$ cat src/include/clkgen_defines.svh
// register offsets, field positions, reset values and timing counts
// assumes a 32-bit apb slave with byte addresses, one word per register
//
// Summary of operation
// RULE1 - power-up loads defaults from nonvolatile store
// RULE2 - no bus access until initialization ends
// RULE3 - clock outputs inactive until initialization done
// RULE4 - hard reset reloads everything like power-up
// RULE5 - hard reset from pin or register bit
// RULE6 - soft reset applies pending config, no reload
// RULE7 - output divider even, 2 to 2^25-2
// RULE8 - crosspoint routes any synth divider anywhere
// RULE9 - register picks crystal or external clock mode
// RULE10 - bit picks pin or register input select
// RULE11 - pin codes 00,01,10 inputs; 11 crystal
// RULE12 - select pins pulled up, open reads one
// RULE13 - monitor signal loss and pll lock loss
// RULE14 - status readable; lock state on low pin
// RULE15 - sticky flag per status bit until cleared
// RULE16 - writing zero clears a sticky flag
// RULE17 - interrupt pin asserts on status change
// RULE18 - mask bit per source blocks interrupt
// RULE19 - interrupt releases once flags are cleared
// RULE20 - twelve outputs, each diff or single-ended
// RULE21 - irq low while unmasked flag set
`ifndef CLKGEN_DEFINES_SVH
`define CLKGEN_DEFINES_SVH

`define A_CTRL      12'h000
`define A_INSEL     12'h004
`define A_STATUS    12'h008
`define A_FLAG      12'h00C
`define A_MASK      12'h010
`define A_FMT       12'h014
`define A_OUTEN     12'h018
`define A_XSEL      12'h070
`define A_LAST_XSEL 12'h09C
`define A_RDIV      12'h040
`define A_LAST_RDIV 12'h06C

`define B_HARD      0
`define B_SOFT      1
`define B_XTAL_EXT  2
`define B_REG_SEL   3
`define B_INIT_DONE 8

`define N_INPUTS    5
`define N_OUTS      12
`define N_SYNTH     5
`define RDIV_W      25
`define RDIV_MIN    25'h0000002
`define RDIV_MAX    25'h1FFFFFE
`define NVM_WORDS   16
`define INIT_CYCLES 256
`define RST_MASK    5'h00
`define RST_FMT     12'hFFF
`endif

$ cat src/include/clkgen_pkg.sv
// types shared by the clock generator control block
// assumes clkgen_defines.svh is on the include path
`include "clkgen_defines.svh"
package clkgen_pkg;
  typedef enum logic [2:0] {
    ST_LOAD = 3'b001,
    ST_RUN  = 3'b010,
    ST_SOFT = 3'b100
  } init_state_e;
  typedef struct packed {
    logic [4:0] lost;   // 4 feedback, 3 crystal, 2..0 ref inputs; lock kept apart... see map
  } monitor_s;
  typedef logic [3:0] xsel_t;
endpackage

$ cat src/rtl/clock_gen_ctrl_status.sv
// control and status logic of a twelve-output clock generator
// assumes synchronous pins, apb master, nonvolatile store as constant table
//
// Added by the designer: the register offsets and the APB interface to the registers.
`timescale 1ns/1ps
`default_nettype none
module clock_gen_ctrl_status
  import clkgen_pkg::*;
#(
  parameter int INIT_CYCLES = `INIT_CYCLES
) (
  // apb
  input  wire logic        pclk,
  input  wire logic        presetn,
  input  wire logic        psel,
  input  wire logic        penable,
  input  wire logic        pwrite,
  input  wire logic [11:0] paddr,
  input  wire logic [31:0] pwdata,
  output logic      [31:0] prdata,
  output logic             pready,
  output logic             pslverr,
  // pins
  input  wire logic        hard_reset_pin_n,
  input  wire logic [1:0]  in_sel_pins,
  // monitors: 0..2 ref inputs, 3 crystal, 4 feedback
  input  wire logic [4:0]  signal_missing,
  input  wire logic        lock_lost,
  output logic             lock_fail_pin_n,
  output logic             irq_pin_n,
  // analog side config
  output logic             clocks_enable,
  output logic             crystal_ext_mode,
  output logic [1:0]       active_ref,
  output logic [`N_OUTS-1:0] out_single_ended,
  output logic [`N_OUTS-1:0] out_enable,
  output logic [`N_OUTS*4-1:0] out_xsel,
  output logic [`N_OUTS*`RDIV_W-1:0] out_rdiv
);
  initial begin
    if (INIT_CYCLES < `NVM_WORDS) $error("INIT_CYCLES too small");
  end

  localparam int NS = 6;

  // pending (shadow) and applied configuration
  logic [31:0] ctrl_q, ctrl_d;
  logic [1:0]  insel_q, insel_d;
  logic [NS-1:0] mask_q, mask_d, flag_q, flag_d, stat_q;
  logic [`N_OUTS-1:0] fmt_q, fmt_d, oen_q, oen_d;
  xsel_t xs_q [`N_OUTS];
  xsel_t xs_d [`N_OUTS];
  logic [`RDIV_W-1:0] rd_q [`N_OUTS];
  logic [`RDIV_W-1:0] rd_d [`N_OUTS];
  init_state_e st_q, st_d;
  logic [15:0] cnt_q, cnt_d;
  logic        hreq_q, hreq_d;

  // nonvolatile defaults: divider value per output
  function automatic logic [`RDIV_W-1:0] nvm_rdiv(input int i);
    nvm_rdiv = `RDIV_W'(2 * (i + 1));
  endfunction

  function automatic logic rdiv_ok(input logic [31:0] v);
    rdiv_ok = (v[0] == 1'b0) && (v[`RDIV_W-1:0] >= `RDIV_MIN)
              && (v[31:`RDIV_W] == '0);
  endfunction

  wire logic acc   = psel && penable && pready && (st_q == ST_RUN); // RULE2
  wire logic wr    = acc && pwrite;
  wire logic in_rd = (paddr >= `A_RDIV) && (paddr <= `A_LAST_RDIV);
  wire logic in_xs = (paddr >= `A_XSEL) && (paddr <= `A_LAST_XSEL);
  wire logic [3:0] rdi  = 4'((paddr - `A_RDIV) >> 2);
  wire logic [3:0] xsi  = 4'((paddr - `A_XSEL) >> 2);
  wire logic [NS-1:0] mon = {lock_lost, signal_missing}; // RULE13

  always_comb begin
    st_d    = st_q;
    cnt_d   = cnt_q;
    ctrl_d  = ctrl_q;
    insel_d = insel_q;
    mask_d  = mask_q;
    fmt_d   = fmt_q;
    oen_d   = oen_q;
    hreq_d  = 1'b0;
    xs_d    = xs_q;
    rd_d    = rd_q;
    flag_d  = flag_q;
    case (st_q)
      ST_LOAD: begin
        // reload from the store one cycle per step; RULE1 RULE4
        cnt_d = cnt_q + 16'h0001;
        if (cnt_q < 16'(`NVM_WORDS)) begin
          for (int i = 0; i < `N_OUTS; i++) begin
            rd_d[i] = nvm_rdiv(i);
            xs_d[i] = 4'(i % `N_SYNTH);
          end
          ctrl_d  = 32'h0;
          insel_d = 2'h0;
          mask_d  = NS'(`RST_MASK);
          fmt_d   = `RST_FMT;
          oen_d   = '1;
          flag_d  = '0;
        end
        if (cnt_q == 16'(INIT_CYCLES - 1)) st_d = ST_RUN;
      end
      ST_SOFT: st_d = ST_RUN; // RULE6
      ST_RUN: begin
        if (wr) begin
          case (paddr)
            `A_CTRL: begin
              ctrl_d = {28'h0, pwdata[`B_XTAL_EXT+:2], 2'b00} |
                       (pwdata & 32'h0000000C);
              hreq_d = pwdata[`B_HARD]; // RULE5
              if (pwdata[`B_SOFT]) st_d = ST_SOFT; // RULE6
            end
            `A_INSEL: insel_d = pwdata[1:0];
            `A_MASK:  mask_d  = pwdata[NS-1:0]; // RULE18
            `A_FLAG:  flag_d  = flag_q & pwdata[NS-1:0]; // RULE16
            `A_FMT:   fmt_d   = pwdata[`N_OUTS-1:0]; // RULE20
            `A_OUTEN: oen_d   = pwdata[`N_OUTS-1:0];
            default: begin
              if (in_xs && pwdata[3:0] < 4'(`N_SYNTH))
                xs_d[xsi] = pwdata[3:0]; // RULE8
              if (in_rd && rdiv_ok(pwdata))
                rd_d[rdi] = pwdata[`RDIV_W-1:0]; // RULE7
            end
          endcase
        end
        // set wins over clear; RULE15
        flag_d = flag_d | mon;
        if (!hard_reset_pin_n || hreq_q) begin // RULE5 RULE4
          st_d  = ST_LOAD;
          cnt_d = 16'h0;
        end
      end
      default: st_d = ST_LOAD;
    endcase
  end

  always_ff @(posedge pclk or negedge presetn) begin
    if (!presetn) begin
      st_q    <= ST_LOAD;
      cnt_q   <= 16'h0;
      ctrl_q  <= 32'h0;
      insel_q <= 2'h0;
      mask_q  <= '0;
      flag_q  <= '0;
      fmt_q   <= '0;
      oen_q   <= '0;
      hreq_q  <= 1'b0;
      stat_q  <= '0;
      for (int i = 0; i < `N_OUTS; i++) begin
        xs_q[i] <= 4'h0;
        rd_q[i] <= `RDIV_MIN;
      end
    end else begin
      st_q    <= st_d;
      cnt_q   <= cnt_d;
      ctrl_q  <= ctrl_d;
      insel_q <= insel_d;
      mask_q  <= mask_d;
      flag_q  <= flag_d;
      fmt_q   <= fmt_d;
      oen_q   <= oen_d;
      hreq_q  <= hreq_d;
      stat_q  <= mon; // RULE14
      xs_q    <= xs_d;
      rd_q    <= rd_d;
    end
  end

  // applied outputs: pending values other than the input select and the interrupt mask take effect at soft reset or init end
  logic apply;
  assign apply = (st_q == ST_SOFT) ||
                 (st_q == ST_LOAD && st_d == ST_RUN);
  logic [1:0] ref_d;
  always_comb begin
    // pins used directly; undriven pins are pulled up to 11; RULE12
    if (ctrl_q[`B_REG_SEL]) ref_d = insel_q; // RULE10
    else ref_d = in_sel_pins; // RULE11
  end

  logic [31:0] rdat;
  always_comb begin
    rdat = 32'h0;
    case (paddr)
      `A_CTRL:   rdat = ctrl_q | 32'(1 << `B_INIT_DONE);
      `A_INSEL:  rdat = {30'h0, insel_q};
      `A_STATUS: rdat = 32'(stat_q);
      `A_FLAG:   rdat = 32'(flag_q);
      `A_MASK:   rdat = 32'(mask_q);
      `A_FMT:    rdat = 32'(fmt_q);
      `A_OUTEN:  rdat = 32'(oen_q);
      default: begin
        if (in_xs) rdat = 32'(xs_q[xsi]);
        if (in_rd) rdat = 32'(rd_q[rdi]);
      end
    endcase
  end
  wire logic mapped = in_xs || in_rd || (paddr <= `A_OUTEN && paddr[1:0]==2'b00);

  always_ff @(posedge pclk or negedge presetn) begin
    if (!presetn) begin
      prdata           <= 32'h0;
      pready           <= 1'b0;
      pslverr          <= 1'b0;
      irq_pin_n        <= 1'b1;
      lock_fail_pin_n  <= 1'b1;
      clocks_enable    <= 1'b0;
      crystal_ext_mode <= 1'b0;
      active_ref       <= 2'h3;
      out_single_ended <= '0;
      out_enable       <= '0;
      out_xsel         <= '0;
      out_rdiv         <= '0;
    end else begin
      // pready held low during load: bus stalls until init is done; RULE2
      pready  <= psel && (st_d == ST_RUN) && !pready;
      pslverr <= psel && (st_d == ST_RUN) && !pready && !mapped;
      prdata  <= rdat;
      irq_pin_n <= ~|(flag_d & ~mask_d); // RULE17 RULE19 RULE21
      lock_fail_pin_n <= ~lock_lost; // RULE14
      clocks_enable <= (st_d != ST_LOAD); // RULE3
      if (st_d == ST_LOAD) out_enable <= '0; // RULE3
      if (apply) begin
        crystal_ext_mode <= ctrl_q[`B_XTAL_EXT]; // RULE9
        out_single_ended <= fmt_q;
        out_enable       <= oen_q;
        for (int i = 0; i < `N_OUTS; i++) begin
          out_xsel[i*4+:4]           <= xs_q[i]; // RULE8
          out_rdiv[i*`RDIV_W+:`RDIV_W] <= rd_q[i];
        end
      end
      active_ref <= ref_d;
    end
  end

  // assertions
  property p_no_clk_in_load;
    @(posedge pclk) disable iff (!presetn)
    (st_q == ST_LOAD) |-> !clocks_enable;
  endproperty
  a_no_clk_in_load: assert property (p_no_clk_in_load) // RULE3
    else $error("clocks on during load");

  property p_hard_pin;
    @(posedge pclk) disable iff (!presetn)
    (st_q == ST_RUN && !hard_reset_pin_n) |=> st_q == ST_LOAD;
  endproperty
  a_hard_pin: assert property (p_hard_pin) // RULE5
    else $error("pin did not start reload");

  property p_no_ready_load;
    @(posedge pclk) disable iff (!presetn)
    (st_q == ST_LOAD) |-> !pready || $past(st_q) == ST_RUN;
  endproperty
  a_no_ready_load: assert property (p_no_ready_load) // RULE2
    else $error("bus answered during load");

  property p_sticky;
    @(posedge pclk) disable iff (!presetn)
    (st_q == ST_RUN && mon[0]) |=> flag_q[0];
  endproperty
  a_sticky: assert property (p_sticky) // RULE15
    else $error("flag not set by status");

  property p_irq;
    @(posedge pclk) disable iff (!presetn)
    irq_pin_n == ~|($past(flag_d) & ~$past(mask_d));
  endproperty
  a_irq: assert property (p_irq) // RULE21
    else $error("irq mismatch");

  property p_lock_pin;
    @(posedge pclk) disable iff (!presetn)
    lock_lost ##1 lock_lost |-> !lock_fail_pin_n;
  endproperty
  a_lock_pin: assert property (p_lock_pin) // RULE14
    else $error("lock pin wrong");

  property p_pin_sel;
    @(posedge pclk) disable iff (!presetn)
    !ctrl_q[`B_REG_SEL] |=> active_ref == $past(in_sel_pins);
  endproperty
  a_pin_sel: assert property (p_pin_sel) // RULE11
    else $error("pin select not followed");

  property p_rdiv_even;
    @(posedge pclk) disable iff (!presetn)
    st_q == ST_RUN |-> rd_q[0][0] == 1'b0 && rd_q[0] >= `RDIV_MIN;
  endproperty
  a_rdiv_even: assert property (p_rdiv_even) // RULE7
    else $error("divider odd or too small");

  property p_ready_pulse;
    @(posedge pclk) disable iff (!presetn)
    pready |=> !pready;
  endproperty
  a_ready_pulse: assert property (p_ready_pulse) // RULE2
    else $error("pready longer than one cycle");

  property p_err_with_ready;
    @(posedge pclk) disable iff (!presetn)
    pslverr |-> pready;
  endproperty
  a_err_with_ready: assert property (p_err_with_ready) // RULE2
    else $error("pslverr outside answer");

  property p_flag_hold;
    @(posedge pclk) disable iff (!presetn)
    (st_q == ST_RUN && !(wr && paddr == `A_FLAG)) |=>
      (flag_q & $past(flag_q)) == $past(flag_q);
  endproperty
  a_flag_hold: assert property (p_flag_hold) // RULE15
    else $error("flag dropped without clear");

  property p_flag_clear;
    @(posedge pclk) disable iff (!presetn)
    (wr && paddr == `A_FLAG && mon == '0) |=>
      flag_q == ($past(flag_q) & $past(pwdata[NS-1:0]));
  endproperty
  a_flag_clear: assert property (p_flag_clear) // RULE16
    else $error("zero write did not clear flag");

  property p_lock_release;
    @(posedge pclk) disable iff (!presetn)
    !lock_lost |=> lock_fail_pin_n;
  endproperty
  a_lock_release: assert property (p_lock_release) // RULE14
    else $error("lock pin low while locked");

  property p_reg_sel;
    @(posedge pclk) disable iff (!presetn)
    ctrl_q[`B_REG_SEL] |=> active_ref == $past(insel_q);
  endproperty
  a_reg_sel: assert property (p_reg_sel) // RULE10
    else $error("register select not followed");

  property p_soft_apply;
    @(posedge pclk) disable iff (!presetn)
    (st_q == ST_SOFT) |=> crystal_ext_mode == $past(ctrl_q[`B_XTAL_EXT]);
  endproperty
  a_soft_apply: assert property (p_soft_apply) // RULE9
    else $error("clock mode not applied");

  property p_soft_back;
    @(posedge pclk) disable iff (!presetn)
    (st_q == ST_SOFT) |=> st_q == ST_RUN;
  endproperty
  a_soft_back: assert property (p_soft_back) // RULE6
    else $error("soft reset did not return");

  property p_soft_keep;
    @(posedge pclk) disable iff (!presetn)
    (st_q == ST_SOFT) |=> mask_q == $past(mask_q);
  endproperty
  a_soft_keep: assert property (p_soft_keep) // RULE6
    else $error("soft reset reloaded a register");

  property p_hard_bit;
    @(posedge pclk) disable iff (!presetn)
    (wr && paddr == `A_CTRL && pwdata[`B_HARD] && !pwdata[`B_SOFT])
      |=> ##1 st_q == ST_LOAD;
  endproperty
  a_hard_bit: assert property (p_hard_bit) // RULE5
    else $error("hard reset bit did not reload");

  property p_load_cfg;
    @(posedge pclk) disable iff (!presetn)
    (st_q == ST_LOAD && cnt_q < 16'(`NVM_WORDS)) |=> mask_q == NS'(`RST_MASK);
  endproperty
  a_load_cfg: assert property (p_load_cfg) // RULE4
    else $error("mask not reloaded");

  property p_outs_off;
    @(posedge pclk) disable iff (!presetn)
    (st_q == ST_LOAD) |-> out_enable == '0;
  endproperty
  a_outs_off: assert property (p_outs_off) // RULE3
    else $error("outputs on during load");
endmodule
`default_nettype wire

$ cat config.mk
export PLATFORM = sky130hd
export DESIGN_NAME = clock_gen_ctrl_status
export DESIGN_NICKNAME = d
export VERILOG_FILES = /design/src/include/clkgen_pkg.sv /design/src/rtl/clock_gen_ctrl_status.sv
export VERILOG_INCLUDE_DIRS = /design/src /design/src/include
export SDC_FILE = /design/constraint.sdc
export NUM_CORES = 2
export LEC_CHECK = 0
export BUFFER_PORTS_ARGS = -buffer_cell sky130_fd_sc_hd__buf_2
export CAP_MARGIN = 0
export CORE_UTILIZATION = 35
export CTS_CLUSTER_DIAMETER = 120
export CTS_CLUSTER_SIZE = 10
export DETAILED_ROUTE_END_ITERATION = 12
export MAX_ROUTING_LAYER = met4
export PLACE_DENSITY = 0.57
export SYNTH_ARGS = -nofsm -noshare
export SYNTH_HDL_FRONTEND = slang
export SYNTH_SLANG_ARGS = --single-unit
$ cat constraint.sdc
create_clock -name pclk -period 2.9 [get_ports pclk]
set_input_delay 0.435 -clock pclk [delete_from_list [all_inputs] [get_ports pclk]]
set_output_delay 0.435 -clock pclk [all_outputs]
set_load 0.02 [all_outputs]
# ---- Yosys cells after proc, flatten, opt, wreduce, memory -nomap -nowiden
# Cells that the tools add are included.
dict set report word_totals {
  reg_bits 856
  inputBits 58
  out_inout_bits 412
  elab_cells 195
}
dict set report op_classes {
  addsub 3
  n_lt_le_gt_ge 12
  eq_ne 23
  muxes 63
  bitwise_logic 9
  reduce_logical 39
}
# operator n
set op_table {}
lappend op_table {{$mux 300} 4}
lappend op_table {{$pmux 300 s2} 1}
lappend op_table {{$bwmux 300} 1}
lappend op_table {{$pmux 32 s7} 1}
lappend op_table {{$mux 48} 4}
lappend op_table {{$mux 32} 4}
lappend op_table {{$bmux 25 s4} 1}
lappend op_table {{$demux 25 s4} 1}
lappend op_table {{$pmux 48 s2} 1}
lappend op_table {{$mux 12} 7}
lappend op_table {{$mux 25} 3}
lappend op_table {{$pmux 32 s2} 1}
lappend op_table {{$bwmux 48} 1}
lappend op_table {{$pmux 12 s2} 2}
lappend op_table {{$mux 6} 7}
lappend op_table {{$eq 12x5->1 const B} 3}
lappend op_table {{$pmux 16 s2} 1}
lappend op_table {{$ge 25x2->1 const B} 1}
lappend op_table {{$eq 12x4->1 const B} 2}
lappend op_table {{$ge 12x7->1 const B} 2}
lappend op_table {{$pmux 6 s2} 2}
lappend op_table {{$logic_and 1x1->1} 17}
lappend op_table {{$add 16x1->16 const B} 1}
lappend op_table {{$bmux 4 s4} 1}
lappend op_table {{41 further kinds} 80}

# ---- Longest topological paths before layout
dict set report depth {
  ltp_word 11
  mapped_depth 12
}

# ---- Least setup slack after synthesis
# Ideal clock, no wire load.
dict set report synth_timing {
  kind {input-to-reg}
  startpoint {input paddr[4]}
  endpoint {register rd_q[177] (netlist name)}
  setup_time_ns 0.133
  arrival_time_ns 3.042
  t_required_ns 2.767
  setup_slack_ns -0.275
  path_stages 11
  n_path_buf 3
  cell_sequence {clkbuf_1 buf_1 inv_1 ha_1 o2111a_1 a2111o_1 a211oi_2 o21ai_0 clkbuf_1 o211ai_1 o31ai_1}
}
dict set report synth_between {
  elab_chain_cells 11
}
# element line
set synth_lines {}
lappend synth_lines {{from (decl)} clock_gen_ctrl_status.sv:18} ;# input wire logic [11:0] paddr,
lappend synth_lines {{$sub 6x1->6 (no source line)} --}
lappend synth_lines {{$not 4->5} clock_gen_ctrl_status.sv:126} ;# rd_d[rdi] = pwdata[`RDIV_W-1:0];
lappend synth_lines {{$ge 5x5->1 or $lt 5x1->1 (tied branches)} clock_gen_ctrl_status.sv:126}
lappend synth_lines {{$logic_and 1x1->1} clock_gen_ctrl_status.sv:126}
lappend synth_lines {{$mux 25} clock_gen_ctrl_status.sv:126}
lappend synth_lines {{$demux 25 s4} clock_gen_ctrl_status.sv:126}
lappend synth_lines {{$bwmux 300} clock_gen_ctrl_status.sv:126}
lappend synth_lines {{$mux 300} clock_gen_ctrl_status.sv:125} ;# if (in_rd && rdiv_ok(pwdata))
lappend synth_lines {{$mux 300} clock_gen_ctrl_status.sv:110} ;# case (paddr)
lappend synth_lines {{$mux 300} clock_gen_ctrl_status.sv:109} ;# if (wr) begin
lappend synth_lines {{$pmux 300 s2} clock_gen_ctrl_status.sv:89} ;# case (st_q)
lappend synth_lines {{to (signal, indexed assignment)} clock_gen_ctrl_status.sv:155} ;# rd_q[i] <= `RDIV_MIN;
lappend synth_lines {{to (signal assigned)} clock_gen_ctrl_status.sv:169} ;# rd_q <= rd_d;
lappend synth_lines {{to (decl)} clock_gen_ctrl_status.sv:53} ;# logic [`RDIV_W-1:0] rd_q [`N_OUTS];
# Parallel ways exist; a longest one is shown, timed or not. The select of a mux whose other input is x is not followed.
# A chain may end at the register's enable or synchronous reset.

# ---- Worst setup path in the final report
dict set report layout_timing {
  startpoint {register st_q[0]}
  endpoint {register xs_q[39] (netlist name)}
}
dict set report layout_between {
  elab_chain_cells 5
}
# element line
set layout_lines {}
lappend layout_lines {{from (decl)} clock_gen_ctrl_status.sv:55} ;# init_state_e st_q, st_d;
lappend layout_lines {{from (signal assigned)} clock_gen_ctrl_status.sv:158} ;# st_q <= st_d;
lappend layout_lines {{$eq 3x2->1} {clock_gen_ctrl_status.sv:69, clock_gen_ctrl_status.sv:89}}
lappend layout_lines {{$logic_and 1x1->1} clock_gen_ctrl_status.sv:69} ;# wire logic acc = psel && penable && pready && (st_q == ST_RUN);
lappend layout_lines {{$logic_and 1x1->1} clock_gen_ctrl_status.sv:70} ;# wire logic wr = acc && pwrite;
lappend layout_lines {{$ne 2x2->1 (no source line)} --}
lappend layout_lines {{$reduce_and 5->1 (no source line)} --}
lappend layout_lines {{to (signal assigned)} clock_gen_ctrl_status.sv:168} ;# xs_q <= xs_d;
lappend layout_lines {{to (decl)} clock_gen_ctrl_status.sv:51} ;# xsel_t xs_q [`N_OUTS];
# Parallel ways exist; a longest one is shown, timed or not.

==> impl_metrics.tcl <==
set metrics [dict create \
    via_count 24377 \
    pwr-share-comb 0.135 \
    final_cell_count_no_fill 4531 \
    met1_track_demand_over_resource 0.296 \
    clock.fmax_mhz 355 \
    power.leakage_uw 0.0207 \
    route.final.wire_length_mm 118 \
    slew_headroom 0.345 \
    fin_nets 3280 \
    rows 114 \
    slew_violations 0 \
    cp_max_fo 8 \
    postSynthRegisterBits 819 \
    grt_setup_unrepaired "false" \
    global_route_wire_length_before_repair_mm 172 \
    synth-main-ff-cell "dfrtp_1" \
    dpl.cell_count 4386 \
    cts_inserted_buffers 91 \
    floorplan.initialDensity 0.354 \
    cp_common_cell "buf_12" \
    drt-vias-per-instance 5.38 \
    use_met3 0.0549 \
    min-delay-path-class "input pin to flop" \
    synthSimpleGateAreaFrac 0.0882 \
    clock_tree.buffer_depth 3 \
    synth_edf_count 0 \
    fraction_of_synthesized_area_in_multiplexers 0.198 \
    timing_hold_violations_final 0 \
    antenna_left 0 \
    cts-htree-levels 3 \
    post_drt_wl_per_cell_microns 26.1 \
    overflow 0 \
    tritoncts "yes" \
    netlist-cell-type-count 63 \
    critical_path.max_stage_delay_ns 0.56 \
    crit_path_cell_trace "or3b_2, or4_4, a221oi_4, and2_4, buf_12, buf_12, nand3_4, and3_1" \
    postSynthCellCount 2681 \
    syn_to_final_growth_pct 22.7 \
    top_usage_layer "met2" \
    die-area_sq_um 99100 \
    number_of_antenna_violations_at_the_first_check_in_global_routing 3 \
    clkLatencyLatePin_ns 0.69 \
    synth_xor_xnor_area_share 0.00384 \
    floorplan.io_pins 470 \
    critical_path_required_ns 3.44 \
    cp_slowest_cell "or4_4" \
    vdd_ir_drop_max_v 0.000397 \
    floorplan.die.width_microns 315 \
    syn-mean-instance-area_sq_um 12.8 \
    timing.critical_path.to_type "flop" \
    synth_largest_type_area_fraction 0.586 \
    p_clk_frac 0.381 \
    yosysWarnings 0 \
    clock-root-buffer "clkbuf_16" \
    clkTransAtPathRegs_ns 0.06 \
    syn_area_sq_um 34200 \
    power.sequential.fraction 0.483 \
    final_period_demand_of_the_worst_path_ns 2.82 \
    report.final.setup_viol 0 \
    synth_compound_gate_area_share 0.0764 \
    number_of_global_route_vias_before_repair 24358 \
    core-area_sq_um 96900 \
    synth.largest_area_cell "dfrtp_1" \
    power.net_switching_uw 7950 \
    failing_checks "DRC" \
    switching_share 0.289 \
    gr-usage-all-layers 0.245 \
    die_h_microns 315 \
    detail_route.drc_violations 120 \
    ys_top_cells_by_area "dfrtp_1 (59%), mux2_2 (12%), mux4_2 (5.7%)" \
    ys_seq_area_frac 0.599 \
    detail_route.iter0.violations 1695 \
    worst_setup_path_start_kind "flop" \
    placement.io_buffers 462 \
    p_int_uw 19600 \
    async_reset_ff_frac 1.00 \
    gpl.final_weighted_congestion 0.923 \
    finalClockSkew_ns 0.0477 \
    post-dp-hpwl_mm 86.4 \
    met2_usage 0.405 \
    arrival_ns 3.36 \
    synth-adder-area-share 0.00219 \
    power-per-cell-area_nw_per_um2 655 \
    drt-pass1-iter-count 10 \
    final_min_period_over_clock_period 0.971 \
    critical_setup_path_class "flop to flop" \
    grt_max_degree 118 \
    final_layout_size_suffix_gt1_frac 0.387 \
    max-cap-violations 0 \
    clock_sink_count 819 \
    worst_slew_pin_slew_ns 0.982 \
    run_status "complete, but fails checks" \
    total_power_uw 27500 \
    combinational_family_with_the_most_area_after_synthesis "multiplexers" \
]
-- registers in the layout, indices dropped and copies added, names as in the netlist, 12 cells and up --
signal	flops
out_enable	12
oen_q	12
prdata	25
out_single_ended	12
fmt_q	12
out_xsel	48
xs_q	48
out_rdiv	300
cnt_q	16
rd_q	300
-- layout by cell type (no fill, tap or decap), drive strengths merged, types with 9 or more instances in the layout --
cell         count
dfrtp          802
buf            659
mux2           368
o21ai          291
nand3          275
clkbuf         124
nand2          111
nor2            99
mux4            87
mux2i           68
a21oi           33
inv             33
and3            27
a31oi           26
nor3            23
dfstp           17
nand4           14
o22ai           13
a22oi           12
a22o            12
and2            11
o211ai          10
dlygate4sd3     10
nor4            10
or4              9
-- logic make-up (layout without fill, tap and decap cells) --
| kind of cell | after synthesis | after routing |
|---|---|---|
| muxes | 523 | 523 |
| adders and majority gates | 6 | 6 |
| xor gates and xnor gates | 15 | 15 |
| DFF | 819 | 819 |
| and+or+nand+nor | 604 | 604 |
| other | 1 | 9 |
| AOI/OAI and AO/OA | 448 | 448 |
| buffers and inverters | 265 | 831 |
-- Yosys cell counts (23+ instances only) --
master	count
dfrtp_1	802
mux2_2	368
o21ai_0	285
nand3_1	271
clkbuf_1	140
nand2_1	104
nor2_1	99
mux4_2	87
mux2i_1	68
buf_2	49
buf_1	35
a21oi_1	33
inv_1	30
and3_1	27
a31oi_1	26
nor3_1	23
-- layer usage --
layer | part of all wire | up-vias | routed length [microns]
li1 | - | 10787 | -
met1 | 0.40 | 12639 | 47100
met2 | 0.50 | 796 | 59300
met3 | 0.070 | 155 | 8330
met4 | 0.029 | 0 | 3440
met5 | 0 | - | 0
-- worst max-delay path: cells and delay by family (launching register included) --
family,cells,cell delay [ns]
AO/OA/AOI/OAI,1,0.35
buffers and inverters,2,0.25
flip-flops,1,0.52
AND/OR/NAND/NOR,5,1.56
-- timing repair --
item                                   in CTS  in global routing
pin swaps                                   0                  2
resized for setup                           1                  7
gates cloned                                0                  1
endpoints found under the hold margin      40                  0
buffers inserted                            0                  2
setup endpoints to repair                   8                 47
hold buffers                               10                  0
-- final cells by class --
type | count | area [sq um]
Antenna cell | 2 | 5.00
Clock buffer | 123 | 2400
Clock inverter | 7 | 149
Fill cell | 9073 | 54800
Inverter | 31 | 116
Multi-Input combinational cell | 1603 | 12700
Sequential cell | 819 | 20500
Tap cell | 1276 | 1600
Timing Repair Buffer | 670 | 4510
-- metrics by stage --
step	hold slack [ns]	cell area [sq um]	TNS (ns)	utilization	setup slack (ns)
6_report	0.158	42000	0	0.434	0.0831
3_3_place_gp	0.375	39300	-0.00970	0.406	-0.00970
5_1_grt	0.183	42000	0	0.434	0.00468
3_5_place_dp	0.376	39300	-0.306	0.406	-0.0376
2_1_floorplan	0.139	34300	0	-	0.0585
4_1_cts	0.125	41900	0	0.433	0.000592
-- path summary, 6_finish.rpt --
| kind | from | end | slack, ns | cells after the start |
|---|---|---|---|---|
| max | st_q[0]$_DFF_PN1_ | xs_q[39]$_DFFE_PN0P_ | 0.08 | 8 |
| min | hard_reset_pin_n | st_q[2]$_DFF_PN0_ | 0.16 | 3 |
| max reg2reg | st_q[0]$_DFF_PN1_ | xs_q[39]$_DFFE_PN0P_ | 0.08 | 8 |
| min reg2reg | out_enable[11]$_DFFE_PN0P_ | out_enable[11]$_DFFE_PN0P_ | 0.50 | 1 |
| max in group asynchronous | presetn | out_rdiv[299]$_DFFE_PN0N_ | 1.58 | 4 |
| min in group asynchronous | presetn | out_rdiv[176]$_DFFE_PN0N_ | 0.27 | 2 |
-- power groups by stage --
stage / registers (uW) / logic, uW / clock network, uW
6_report: 13300 / 3730 / 10500
5_1_grt: 13400 / 4050 / 11200
4_1_cts: 13300 / 3760 / 10800
3_5_place_dp: 13500 / 3740 / 0
3_3_place_gp: 13500 / 3680 / 0
2_1_floorplan: 13500 / 1830 / 0
No activity file was read; power rests on OpenSTA's default activity.
